--- src/logic/asfr_defines.svh ---
`ifndef ASFR_DEFINES_SVH
`define ASFR_DEFINES_SVH

// =====================================================
// register map
`define ASFR_STATUS_OFS      12'h000
`define ASFR_EXEC_OFS        12'h004
`define ASFR_STATUS_RESET    16'h0000

// =====================================================
// status word fields
`define ASFR_HALF_CARRY_BIT  8
`define ASFR_PRIO_HI         7
`define ASFR_PRIO_LO         5
`define ASFR_LOOP_BIT        4
`define ASFR_NEG_BIT         3
`define ASFR_WRAP_BIT        2
`define ASFR_ZERO_BIT        1
`define ASFR_CARRY_BIT       0
`define ASFR_IMPL_MASK       16'h01ff
`define ASFR_PRIO_BLOCK      3'h7
`define ASFR_EXT_LEVEL_BASE  4'h8

`endif

--- src/logic/asfr_pkg.sv ---
package asfr_pkg;
  // flag update from the execution logic
  typedef struct packed {
    logic        valid;
    logic        word_op;
    logic [15:0] result;
    logic        carry_out;
    logic        half_carry_b4;
    logic        half_carry_b8;
    logic        signed_ovf;
    logic [4:0]  affect;
  } asfr_upd_type;

  typedef enum logic [1:0] {
    ASFR_APB_IDLE,
    ASFR_APB_SETUP,
    ASFR_APB_ACCESS
  } asfr_apb_state_type;
endpackage

--- src/logic/asfr_flag_calc.sv ---
`timescale 1ns/1ps
`include "asfr_defines.svh"

module asfr_flag_calc
  import asfr_pkg::*;
(
  // update request
  input  wire asfr_upd_type upd,
  input  wire logic [4:0]   cur_flags,
  // computed flags: hc, n, ov, z, c
  output logic [4:0]        nxt_flags
);
  logic neg;
  logic nonzero;
  logic hc;

  always_comb begin
    neg       = upd.word_op ? upd.result[15] : upd.result[7];
    nonzero   = upd.word_op ? (upd.result != 16'h0000) : (upd.result[7:0] != 8'h00);
    hc        = upd.word_op ? upd.half_carry_b8 : upd.half_carry_b4;
    nxt_flags = cur_flags;
    if (upd.valid) begin
      if (upd.affect[4]) nxt_flags[4] = hc;
      if (upd.affect[3]) nxt_flags[3] = neg;
      if (upd.affect[2]) nxt_flags[2] = upd.signed_ovf;
      // zero is sticky-clear only: a zero result keeps an earlier set state
      if (upd.affect[1] && nonzero) nxt_flags[1] = 1'b0;
      if (upd.affect[0]) nxt_flags[0] = upd.carry_out;
    end
  end
endmodule

--- src/logic/asfr_prio_map.sv ---
`timescale 1ns/1ps
`include "asfr_defines.svh"

module asfr_prio_map (
  // priority field
  input  wire logic [2:0] prio,
  // derived views
  output logic [3:0]      ext_level,
  output logic            user_irq_block
);
  assign ext_level      = `ASFR_EXT_LEVEL_BASE + {1'b0, prio};
  assign user_irq_block = (prio == `ASFR_PRIO_BLOCK);
endmodule

--- src/logic/asfr_status.sv ---
// Summary of operation
// - bits 15..9 have no storage and always read zero
// - half carry at bit 8: carry from bit 4 (byte) or bit 8 (word)
// - priority level is a 3-bit field in bits 7..5, levels 0..7
// - priority 7 blocks all user interrupt requests
// - extended interrupt level reported as priority plus eight
// - loop bit read-only; all bits zero after reset; others writable
// - loop bit at bit 4 high while a repeat loop runs
// - negative flag at bit 3 follows the result sign
// - overflow flag set on signed overflow, else cleared
// - zero flag cleared by a non-zero result of an affecting operation
`timescale 1ns/1ps
`include "asfr_defines.svh"

module asfr_status
  import asfr_pkg::*;
(
  // apb
  input  wire logic         pclk,
  input  wire logic         presetn,
  input  wire logic         psel,
  input  wire logic         penable,
  input  wire logic         pwrite,
  input  wire logic [11:0]  paddr,
  input  wire logic [31:0]  pwdata,
  input  wire logic [3:0]   pstrb,
  output logic [31:0]       prdata,
  output logic              pready,
  output logic              pslverr,
  // execution logic
  input  wire asfr_upd_type upd,
  input  wire logic         repeat_active,
  // status outputs
  output logic [15:0]       status_word,
  output logic [3:0]        ext_level,
  output logic              user_irq_block
);
  // =====================================================
  // state
  logic [4:0]  flags_ff;
  logic [4:0]  nxt_flags;
  logic [4:0]  calc_flags;
  logic [2:0]  prio_ff;
  logic [2:0]  nxt_prio;
  logic        loop_ff;
  logic        nxt_loop;
  logic [31:0] prdata_ff;
  logic [31:0] nxt_prdata;
  logic        slverr_ff;
  logic        nxt_slverr;
  logic        wr_acc;
  logic        rd_acc;
  logic        hit_status;
  logic        hit_exec;
  logic [15:0] word_view;

  asfr_flag_calc u_calc (
    .upd       (upd),
    .cur_flags (flags_ff),
    .nxt_flags (calc_flags)
  );

  asfr_prio_map u_prio (
    .prio           (prio_ff),
    .ext_level      (ext_level),
    .user_irq_block (user_irq_block)
  );

  // =====================================================
  // apb decode
  // zero-wait slave: the register bank is flops only, so no stall is needed
  assign pready     = 1'b1;
  assign hit_status = (paddr == `ASFR_STATUS_OFS);
  assign hit_exec   = (paddr == `ASFR_EXEC_OFS);
  assign wr_acc     = psel && penable && pwrite;
  assign rd_acc     = psel && penable && !pwrite;

  always_comb begin
    word_view = 16'h0000;
    word_view[`ASFR_HALF_CARRY_BIT]        = flags_ff[4];
    word_view[`ASFR_PRIO_HI:`ASFR_PRIO_LO] = prio_ff;
    word_view[`ASFR_LOOP_BIT]              = loop_ff;
    word_view[`ASFR_NEG_BIT]               = flags_ff[3];
    word_view[`ASFR_WRAP_BIT]              = flags_ff[2];
    word_view[`ASFR_ZERO_BIT]              = flags_ff[1];
    word_view[`ASFR_CARRY_BIT]             = flags_ff[0];
  end

  assign status_word = word_view & `ASFR_IMPL_MASK;

  // =====================================================
  // status next state
  // software write wins over a same-cycle execution update: a move into the
  // status word is itself the instruction that defines its final value
  always_comb begin
    nxt_flags = calc_flags;
    nxt_prio  = prio_ff;
    nxt_loop  = repeat_active;
    if (wr_acc && hit_status) begin
      if (pstrb[1]) nxt_flags[4] = pwdata[`ASFR_HALF_CARRY_BIT];
      if (pstrb[0]) begin
        nxt_prio     = pwdata[`ASFR_PRIO_HI:`ASFR_PRIO_LO];
        nxt_flags[3] = pwdata[`ASFR_NEG_BIT];
        nxt_flags[2] = pwdata[`ASFR_WRAP_BIT];
        nxt_flags[1] = pwdata[`ASFR_ZERO_BIT];
        nxt_flags[0] = pwdata[`ASFR_CARRY_BIT];
      end
    end
  end

  always_ff @(posedge pclk or negedge presetn) begin
    if (!presetn) begin
      flags_ff <= 5'h00;
      prio_ff  <= 3'h0;
      loop_ff  <= 1'b0;
    end else begin
      flags_ff <= nxt_flags;
      prio_ff  <= nxt_prio;
      loop_ff  <= nxt_loop;
    end
  end

  // =====================================================
  // read data
  always_comb begin
    nxt_prdata = prdata_ff;
    nxt_slverr = 1'b0;
    if (psel && !penable) begin
      nxt_prdata = 32'h0000_0000;
      if (!pwrite && hit_status) begin
        nxt_prdata = {16'h0000, status_word};
      end else if (!pwrite && hit_exec) begin
        nxt_prdata = {27'h000_0000, user_irq_block, ext_level};
      end
      nxt_slverr = !(hit_status || (hit_exec && !pwrite));
    end
  end

  always_ff @(posedge pclk or negedge presetn) begin
    if (!presetn) begin
      prdata_ff <= 32'h0000_0000;
      slverr_ff <= 1'b0;
    end else begin
      prdata_ff <= nxt_prdata;
      slverr_ff <= nxt_slverr;
    end
  end

  assign prdata  = rd_acc ? prdata_ff : 32'h0000_0000;
  assign pslverr = psel && penable && slverr_ff;

  // =====================================================
  // checks
  property p_upper_zero;
    @(posedge pclk) disable iff (!presetn)
      status_word[15:9] == 7'h00;
  endproperty
  a_upper_zero: assert property (p_upper_zero) else $error("upper status bits not zero");

  property p_half_carry;
    @(posedge pclk) disable iff (!presetn)
      (upd.valid && upd.affect[4] && !(wr_acc && hit_status))
      |=> status_word[8] == $past(upd.word_op ? upd.half_carry_b8 : upd.half_carry_b4);
  endproperty
  a_half_carry: assert property (p_half_carry) else $error("half carry wrong");

  property p_prio_write;
    @(posedge pclk) disable iff (!presetn)
      (wr_acc && hit_status && pstrb[0]) |=> status_word[7:5] == $past(pwdata[7:5]);
  endproperty
  a_prio_write: assert property (p_prio_write) else $error("priority not written");

  property p_block;
    @(posedge pclk) disable iff (!presetn)
      user_irq_block == (status_word[7:5] == 3'h7);
  endproperty
  a_block: assert property (p_block) else $error("user block mismatch");

  property p_ext_level;
    @(posedge pclk) disable iff (!presetn)
      ext_level == {1'b1, status_word[7:5]};
  endproperty
  a_ext_level: assert property (p_ext_level) else $error("extended level wrong");

  property p_loop_ro;
    @(posedge pclk) disable iff (!presetn)
      1'b1 |=> status_word[4] == $past(repeat_active);
  endproperty
  a_loop_ro: assert property (p_loop_ro) else $error("loop bit not following repeat");

  property p_neg;
    @(posedge pclk) disable iff (!presetn)
      (upd.valid && upd.affect[3] && !(wr_acc && hit_status))
      |=> status_word[3] == $past(upd.word_op ? upd.result[15] : upd.result[7]);
  endproperty
  a_neg: assert property (p_neg) else $error("negative flag wrong");

  property p_wrap;
    @(posedge pclk) disable iff (!presetn)
      (upd.valid && upd.affect[2] && !(wr_acc && hit_status)) |=> status_word[2] == $past(upd.signed_ovf);
  endproperty
  a_wrap: assert property (p_wrap) else $error("overflow flag wrong");

  property p_zero;
    @(posedge pclk) disable iff (!presetn)
      (upd.valid && upd.affect[1] && upd.word_op && upd.result != 16'h0000 && !(wr_acc && hit_status))
      |=> !status_word[1];
  endproperty
  a_zero: assert property (p_zero) else $error("zero flag not cleared");

  property p_hold;
    @(posedge pclk) disable iff (!presetn)
      (!upd.valid && !(wr_acc && hit_status)) |=> $stable(status_word[8:5]) && $stable(status_word[3:0]);
  endproperty
  a_hold: assert property (p_hold) else $error("flags changed without cause");

  // no disable here: the check is about what reset itself leaves behind
  property p_reset_clear;
    @(posedge pclk)
      $rose(presetn) |-> status_word == 16'h0000 && ext_level == 4'h8 && !user_irq_block;
  endproperty
  a_reset_clear: assert property (p_reset_clear) else $error("reset values wrong");

  property p_loop_no_write;
    @(posedge pclk) disable iff (!presetn)
      (wr_acc && hit_status) |=> status_word[4] == $past(repeat_active);
  endproperty
  a_loop_no_write: assert property (p_loop_no_write) else $error("loop bit taken from software");

  property p_refused;
    @(posedge pclk) disable iff (!presetn)
      (psel && penable && !(hit_status || (hit_exec && !pwrite))) |-> pslverr;
  endproperty
  a_refused: assert property (p_refused) else $error("refused access not flagged");

  property p_read_status;
    @(posedge pclk) disable iff (!presetn)
      (psel && !penable && !pwrite && hit_status) |=> prdata == {16'h0000, $past(status_word)};
  endproperty
  a_read_status: assert property (p_read_status) else $error("status read data wrong");

  property p_read_view;
    @(posedge pclk) disable iff (!presetn)
      (psel && !penable && !pwrite && hit_exec)
      |=> prdata == {27'h000_0000, $past(user_irq_block), $past(ext_level)};
  endproperty
  a_read_view: assert property (p_read_view) else $error("level view read wrong");

  property p_hc_write;
    @(posedge pclk) disable iff (!presetn)
      (wr_acc && hit_status && pstrb[1]) |=> status_word[8] == $past(pwdata[8]);
  endproperty
  a_hc_write: assert property (p_hc_write) else $error("half carry not written");

  property p_flags_write;
    @(posedge pclk) disable iff (!presetn)
      (wr_acc && hit_status && pstrb[0]) |=> status_word[3:0] == $past(pwdata[3:0]);
  endproperty
  a_flags_write: assert property (p_flags_write) else $error("low flags not written");

  property p_hc_byte;
    @(posedge pclk) disable iff (!presetn)
      (upd.valid && upd.affect[4] && !upd.word_op && !(wr_acc && hit_status))
      |=> status_word[8] == $past(upd.half_carry_b4);
  endproperty
  a_hc_byte: assert property (p_hc_byte) else $error("byte half carry wrong");

  property p_neg_byte;
    @(posedge pclk) disable iff (!presetn)
      (upd.valid && upd.affect[3] && !upd.word_op && !(wr_acc && hit_status)) |=> status_word[3] == $past(upd.result[7]);
  endproperty
  a_neg_byte: assert property (p_neg_byte) else $error("byte negative flag wrong");

  property p_zero_byte;
    @(posedge pclk) disable iff (!presetn)
      (upd.valid && upd.affect[1] && !upd.word_op && upd.result[7:0] != 8'h00 && !(wr_acc && hit_status))
      |=> !status_word[1];
  endproperty
  a_zero_byte: assert property (p_zero_byte) else $error("byte zero flag not cleared");

  // hardware only ever clears zero; a set state comes from software alone
  property p_zero_no_set;
    @(posedge pclk) disable iff (!presetn)
      (!status_word[1] && !(wr_acc && hit_status)) |=> !status_word[1];
  endproperty
  a_zero_no_set: assert property (p_zero_no_set) else $error("zero flag set by hardware");

  property p_prio_hold;
    @(posedge pclk) disable iff (!presetn)
      !(wr_acc && hit_status && pstrb[0]) |=> $stable(status_word[7:5]);
  endproperty
  a_prio_hold: assert property (p_prio_hold) else $error("priority changed without write");

  for (genvar g = 0; g < 5; g++) begin : g_keep
    property p_keep;
      @(posedge pclk) disable iff (!presetn)
        (upd.valid && !upd.affect[g] && !(wr_acc && hit_status)) |=> flags_ff[g] == $past(flags_ff[g]);
    endproperty
    a_keep: assert property (p_keep) else $error("unaffected flag changed");
  end

  // =====================================================
  // coverage

  c_write: cover property (@(posedge pclk) disable iff (!presetn) wr_acc && hit_status);
  c_block: cover property (@(posedge pclk) disable iff (!presetn) user_irq_block);
  c_loop:  cover property (@(posedge pclk) disable iff (!presetn) status_word[4] ##1 !status_word[4]);
  c_wrap:  cover property (@(posedge pclk) disable iff (!presetn) upd.valid && upd.affect[2] && upd.signed_ovf);
  c_error: cover property (@(posedge pclk) disable iff (!presetn) pslverr);
endmodule

--- config.mk ---
export PLATFORM = sky130hd
export DESIGN_NAME = asfr_status
export DESIGN_NICKNAME = d
export VERILOG_FILES = /design/src/logic/asfr_pkg.sv /design/src/logic/asfr_flag_calc.sv /design/src/logic/asfr_prio_map.sv /design/src/logic/asfr_status.sv
export VERILOG_INCLUDE_DIRS = /design/src /design/src/logic
export SDC_FILE = /design/constraint.sdc
export NUM_CORES = 1
export LEC_CHECK = 0
export ABC_AREA = 1
export BUFFER_PORTS_ARGS = -buffer_cell sky130_fd_sc_hd__buf_4
export CAP_MARGIN = 20
export CORE_ASPECT_RATIO = 1.1
export CORE_MARGIN = 10
export CORE_UTILIZATION = 34
export DETAILED_ROUTE_END_ITERATION = 8
export GPL_ROUTABILITY_DRIVEN = 0
export PLACE_DENSITY_LB_ADDON = 0.2
export SETUP_SLACK_MARGIN = 0.1
export SYNTH_ARGS = -nofsm -noshare
export SYNTH_HDL_FRONTEND = slang
export SYNTH_SLANG_ARGS = --single-unit
--- constraint.sdc ---
create_clock -name pclk -period 0.95 [get_ports pclk]
set_input_delay 0.2375 -clock pclk [delete_from_list [all_inputs] [get_ports pclk]]
set_output_delay 0.2375 -clock pclk [all_outputs]
set_load 0.01 [all_outputs]
==> run metrics <==
Max Cap Violations=0; Clk pin slew, worst setup/hold paths=0.07 ns; setup_tns=-4.25 ns; most frequent cells in the layout=74 x buf_4, 41 x buf_6, 32 x conb_1; core area=4250 sq um; CTS root buffer=clkbuf_8; maximum VDD drop=596 uV; Sink Count=19; row cnt=25; failing checks=setup timing; I/O Buffers=77; Worst EP required=0.71 ns; Clock Skew=0.00134 ns; class of the worst hold path=in -> reg; most common cell after layout, fill and taps aside=buf_4; die height=89.0 um; leakage power=1.48 nW; Critical Path Source Type=flop; final worst path period share=1.36; Hold Fails Final Rpt=0; Worst Path Max Fanout=2; Pins Over Slew Limit=0; area delta synth->final=94.0%; DRC=0; # diodes=0; top-area cell type share of the netlist area=0.323; Synth Warn #=0; critical path type=reg -> out; status=finished, violations left; routed wire length=5.22 mm; largest net degree at the start of global routing=20; vias=1598; fmax=772 MHz; Net count, final=403; antenna violations before repair=0; post-synthesis cell count=205; Tot Pwr=2.23 mW; Max H-tree Level=1; Ports=136; synthesized area=1470 sq um; Initial Util=0.346; busiest layer in global routing=met2; pwr/cell area=781 nW/um^2; worst path arrival time=1.06 ns; Die ar.=7360 sq um; Placement Cell Area=2190 sq um; Setup WS post-layout=-0.345 ns; share of cells above drive strength 1=0.636; RSZ-0062 raised after global routing=true; Synth Register Bits=19; final antenna-violating net count=0; GRT met1 Usage=0.149; Final Instance Area=2860 sq um; final worst path period need=1.30 ns; Overall Global Routing Usage=0.133; number of global-route vias before repair=1681; Synth area leader=dfrtp_1; CTS tree=done; met3 Track Usage GR=0.0503; CP endpoint kind=primary output; detailed placement HPWL=3.80 mm; WHS=0.0820 ns; routed len/inst=13.9 um; Synth cell types=24; DRT Pass-1 Iters=4; TritonCTS Buffers=3; clk_lat worst skew=0.26 ns; Register Area=475 sq um; Placement Setup Slack=-0.368 ns; vias per inst=4.26; fill count=366; final setup violation count=27; Starting DRT DRC Count=111; overflow left after global routing=0; met2 Track Usage GR=0.238; Post-Syn Area per Cell=7.18 sq um; Seq/Total Area, Yosys=0.323; Max clock buf depth=2; largest cells by area after synthesis=dfrtp_1 32%, buf_4 19%, nand2_1 8.9%; area of the multi-input gates=1050 sq um; first-pass GRT wire length=7.81 mm; Die Width=82.7 um
==> report_power, final <==
group          total (mW)  leakage, nW  switching [mW]  internal [mW]
Clock               0.576       0.0255           0.284          0.292
Sequential          0.882        0.234          0.0348          0.847
Combinational       0.772         1.22           0.358          0.414
Total                2.23         1.48           0.677           1.55
==> cell families after synthesis <==
family / count (synthesis) / share of synthesized area
flops: 19 / 0.323
other cells: 2 / 0.00510
compound gates: 15 / 0.0595
simple gates: 102 / 0.328
mux: 2 / 0.0153
buf+inv: 65 / 0.269
==> area by class of cell <==
class                           instances  share of cell area
Multi-Input combinational cell        152               0.367
Tap cell                               54              0.0237
Timing Repair inverter                  1             0.00219
Clock inverter                          1             0.00175
Timing Repair Buffer                  119               0.382
Inverter                               26              0.0429
Clock buffer                            3              0.0145
Sequential cell                        19               0.167
==> critical path: stages, from the launching register on <==
cell	delay, ns
dfrtp_1	0.37
inv_2	0.07
nor3_4	0.23
buf_6	0.13
==> flip-flops by register name (all words and copies together), names as in the netlist <==
register   count
flags_ff       5
loop_ff        1
prdata_ff      9
prio_ff        3
slverr_ff      1
==> cell usage after synthesis, drive strengths merged <==
cell	n
a21oi	3
nand2	42
and2	1
nor2	38
buf	39
dfrtp	19
o21ai	11
conb	2
nand4	4
inv	26
o22ai	1
mux2	2
nor3	1
nand3	16
==> through the flow <==
step                      utilization  std cells
after floorplan                     -        235
after global placement          0.515        343
after detailed placement        0.515        343
after CTS                       0.634        368
after global routing            0.671        375
final                           0.671        375
==> worst paths after layout <==
| kind | startpoint | endpoint | slack (ns) | cells after the start |
|---|---|---|---|---|
| setup / recovery | prio_ff[2]$_DFFE_PN0P_ | user_irq_block | -0.35 | 3 |
| hold / removal | repeat_active | loop_ff$_DFF_PN0_ | 0.08 | 1 |
| setup reg to reg | prio_ff[2]$_DFFE_PN0P_ | prdata_ff[4]$_DFFE_PN0P_ | -0.17 | 7 |
| hold reg to reg | prdata_ff[2]$_DFFE_PN0P_ | prdata_ff[2]$_DFFE_PN0P_ | 0.53 | 2 |
| max in group asynchronous | presetn | flags_ff[3]$_DFF_PN0_ | 0.35 | 2 |
| min in group asynchronous | presetn | prdata_ff[8]$_DFFE_PN0P_ | 0.39 | 2 |
==> repair_timing <==
item | CTS | global route
gates cloned | 3 | 0
endpoints found under the hold margin | 19 | 0
buffers inserted | 19 | 13
hold buffers | 1 | 0
pin swaps | 40 | 31
setup endpoints to repair | 40 | 41
resized for setup | 88 | 32
==> routing by layer <==
metal | wire length (um) | part of all wire
met5 | 0 | 0
met1 | 1730 | 0.33
met4 | 75 | 0.014
met2 | 2940 | 0.56
met3 | 479 | 0.092
Note: power is estimated with default switching activity, not from simulation.
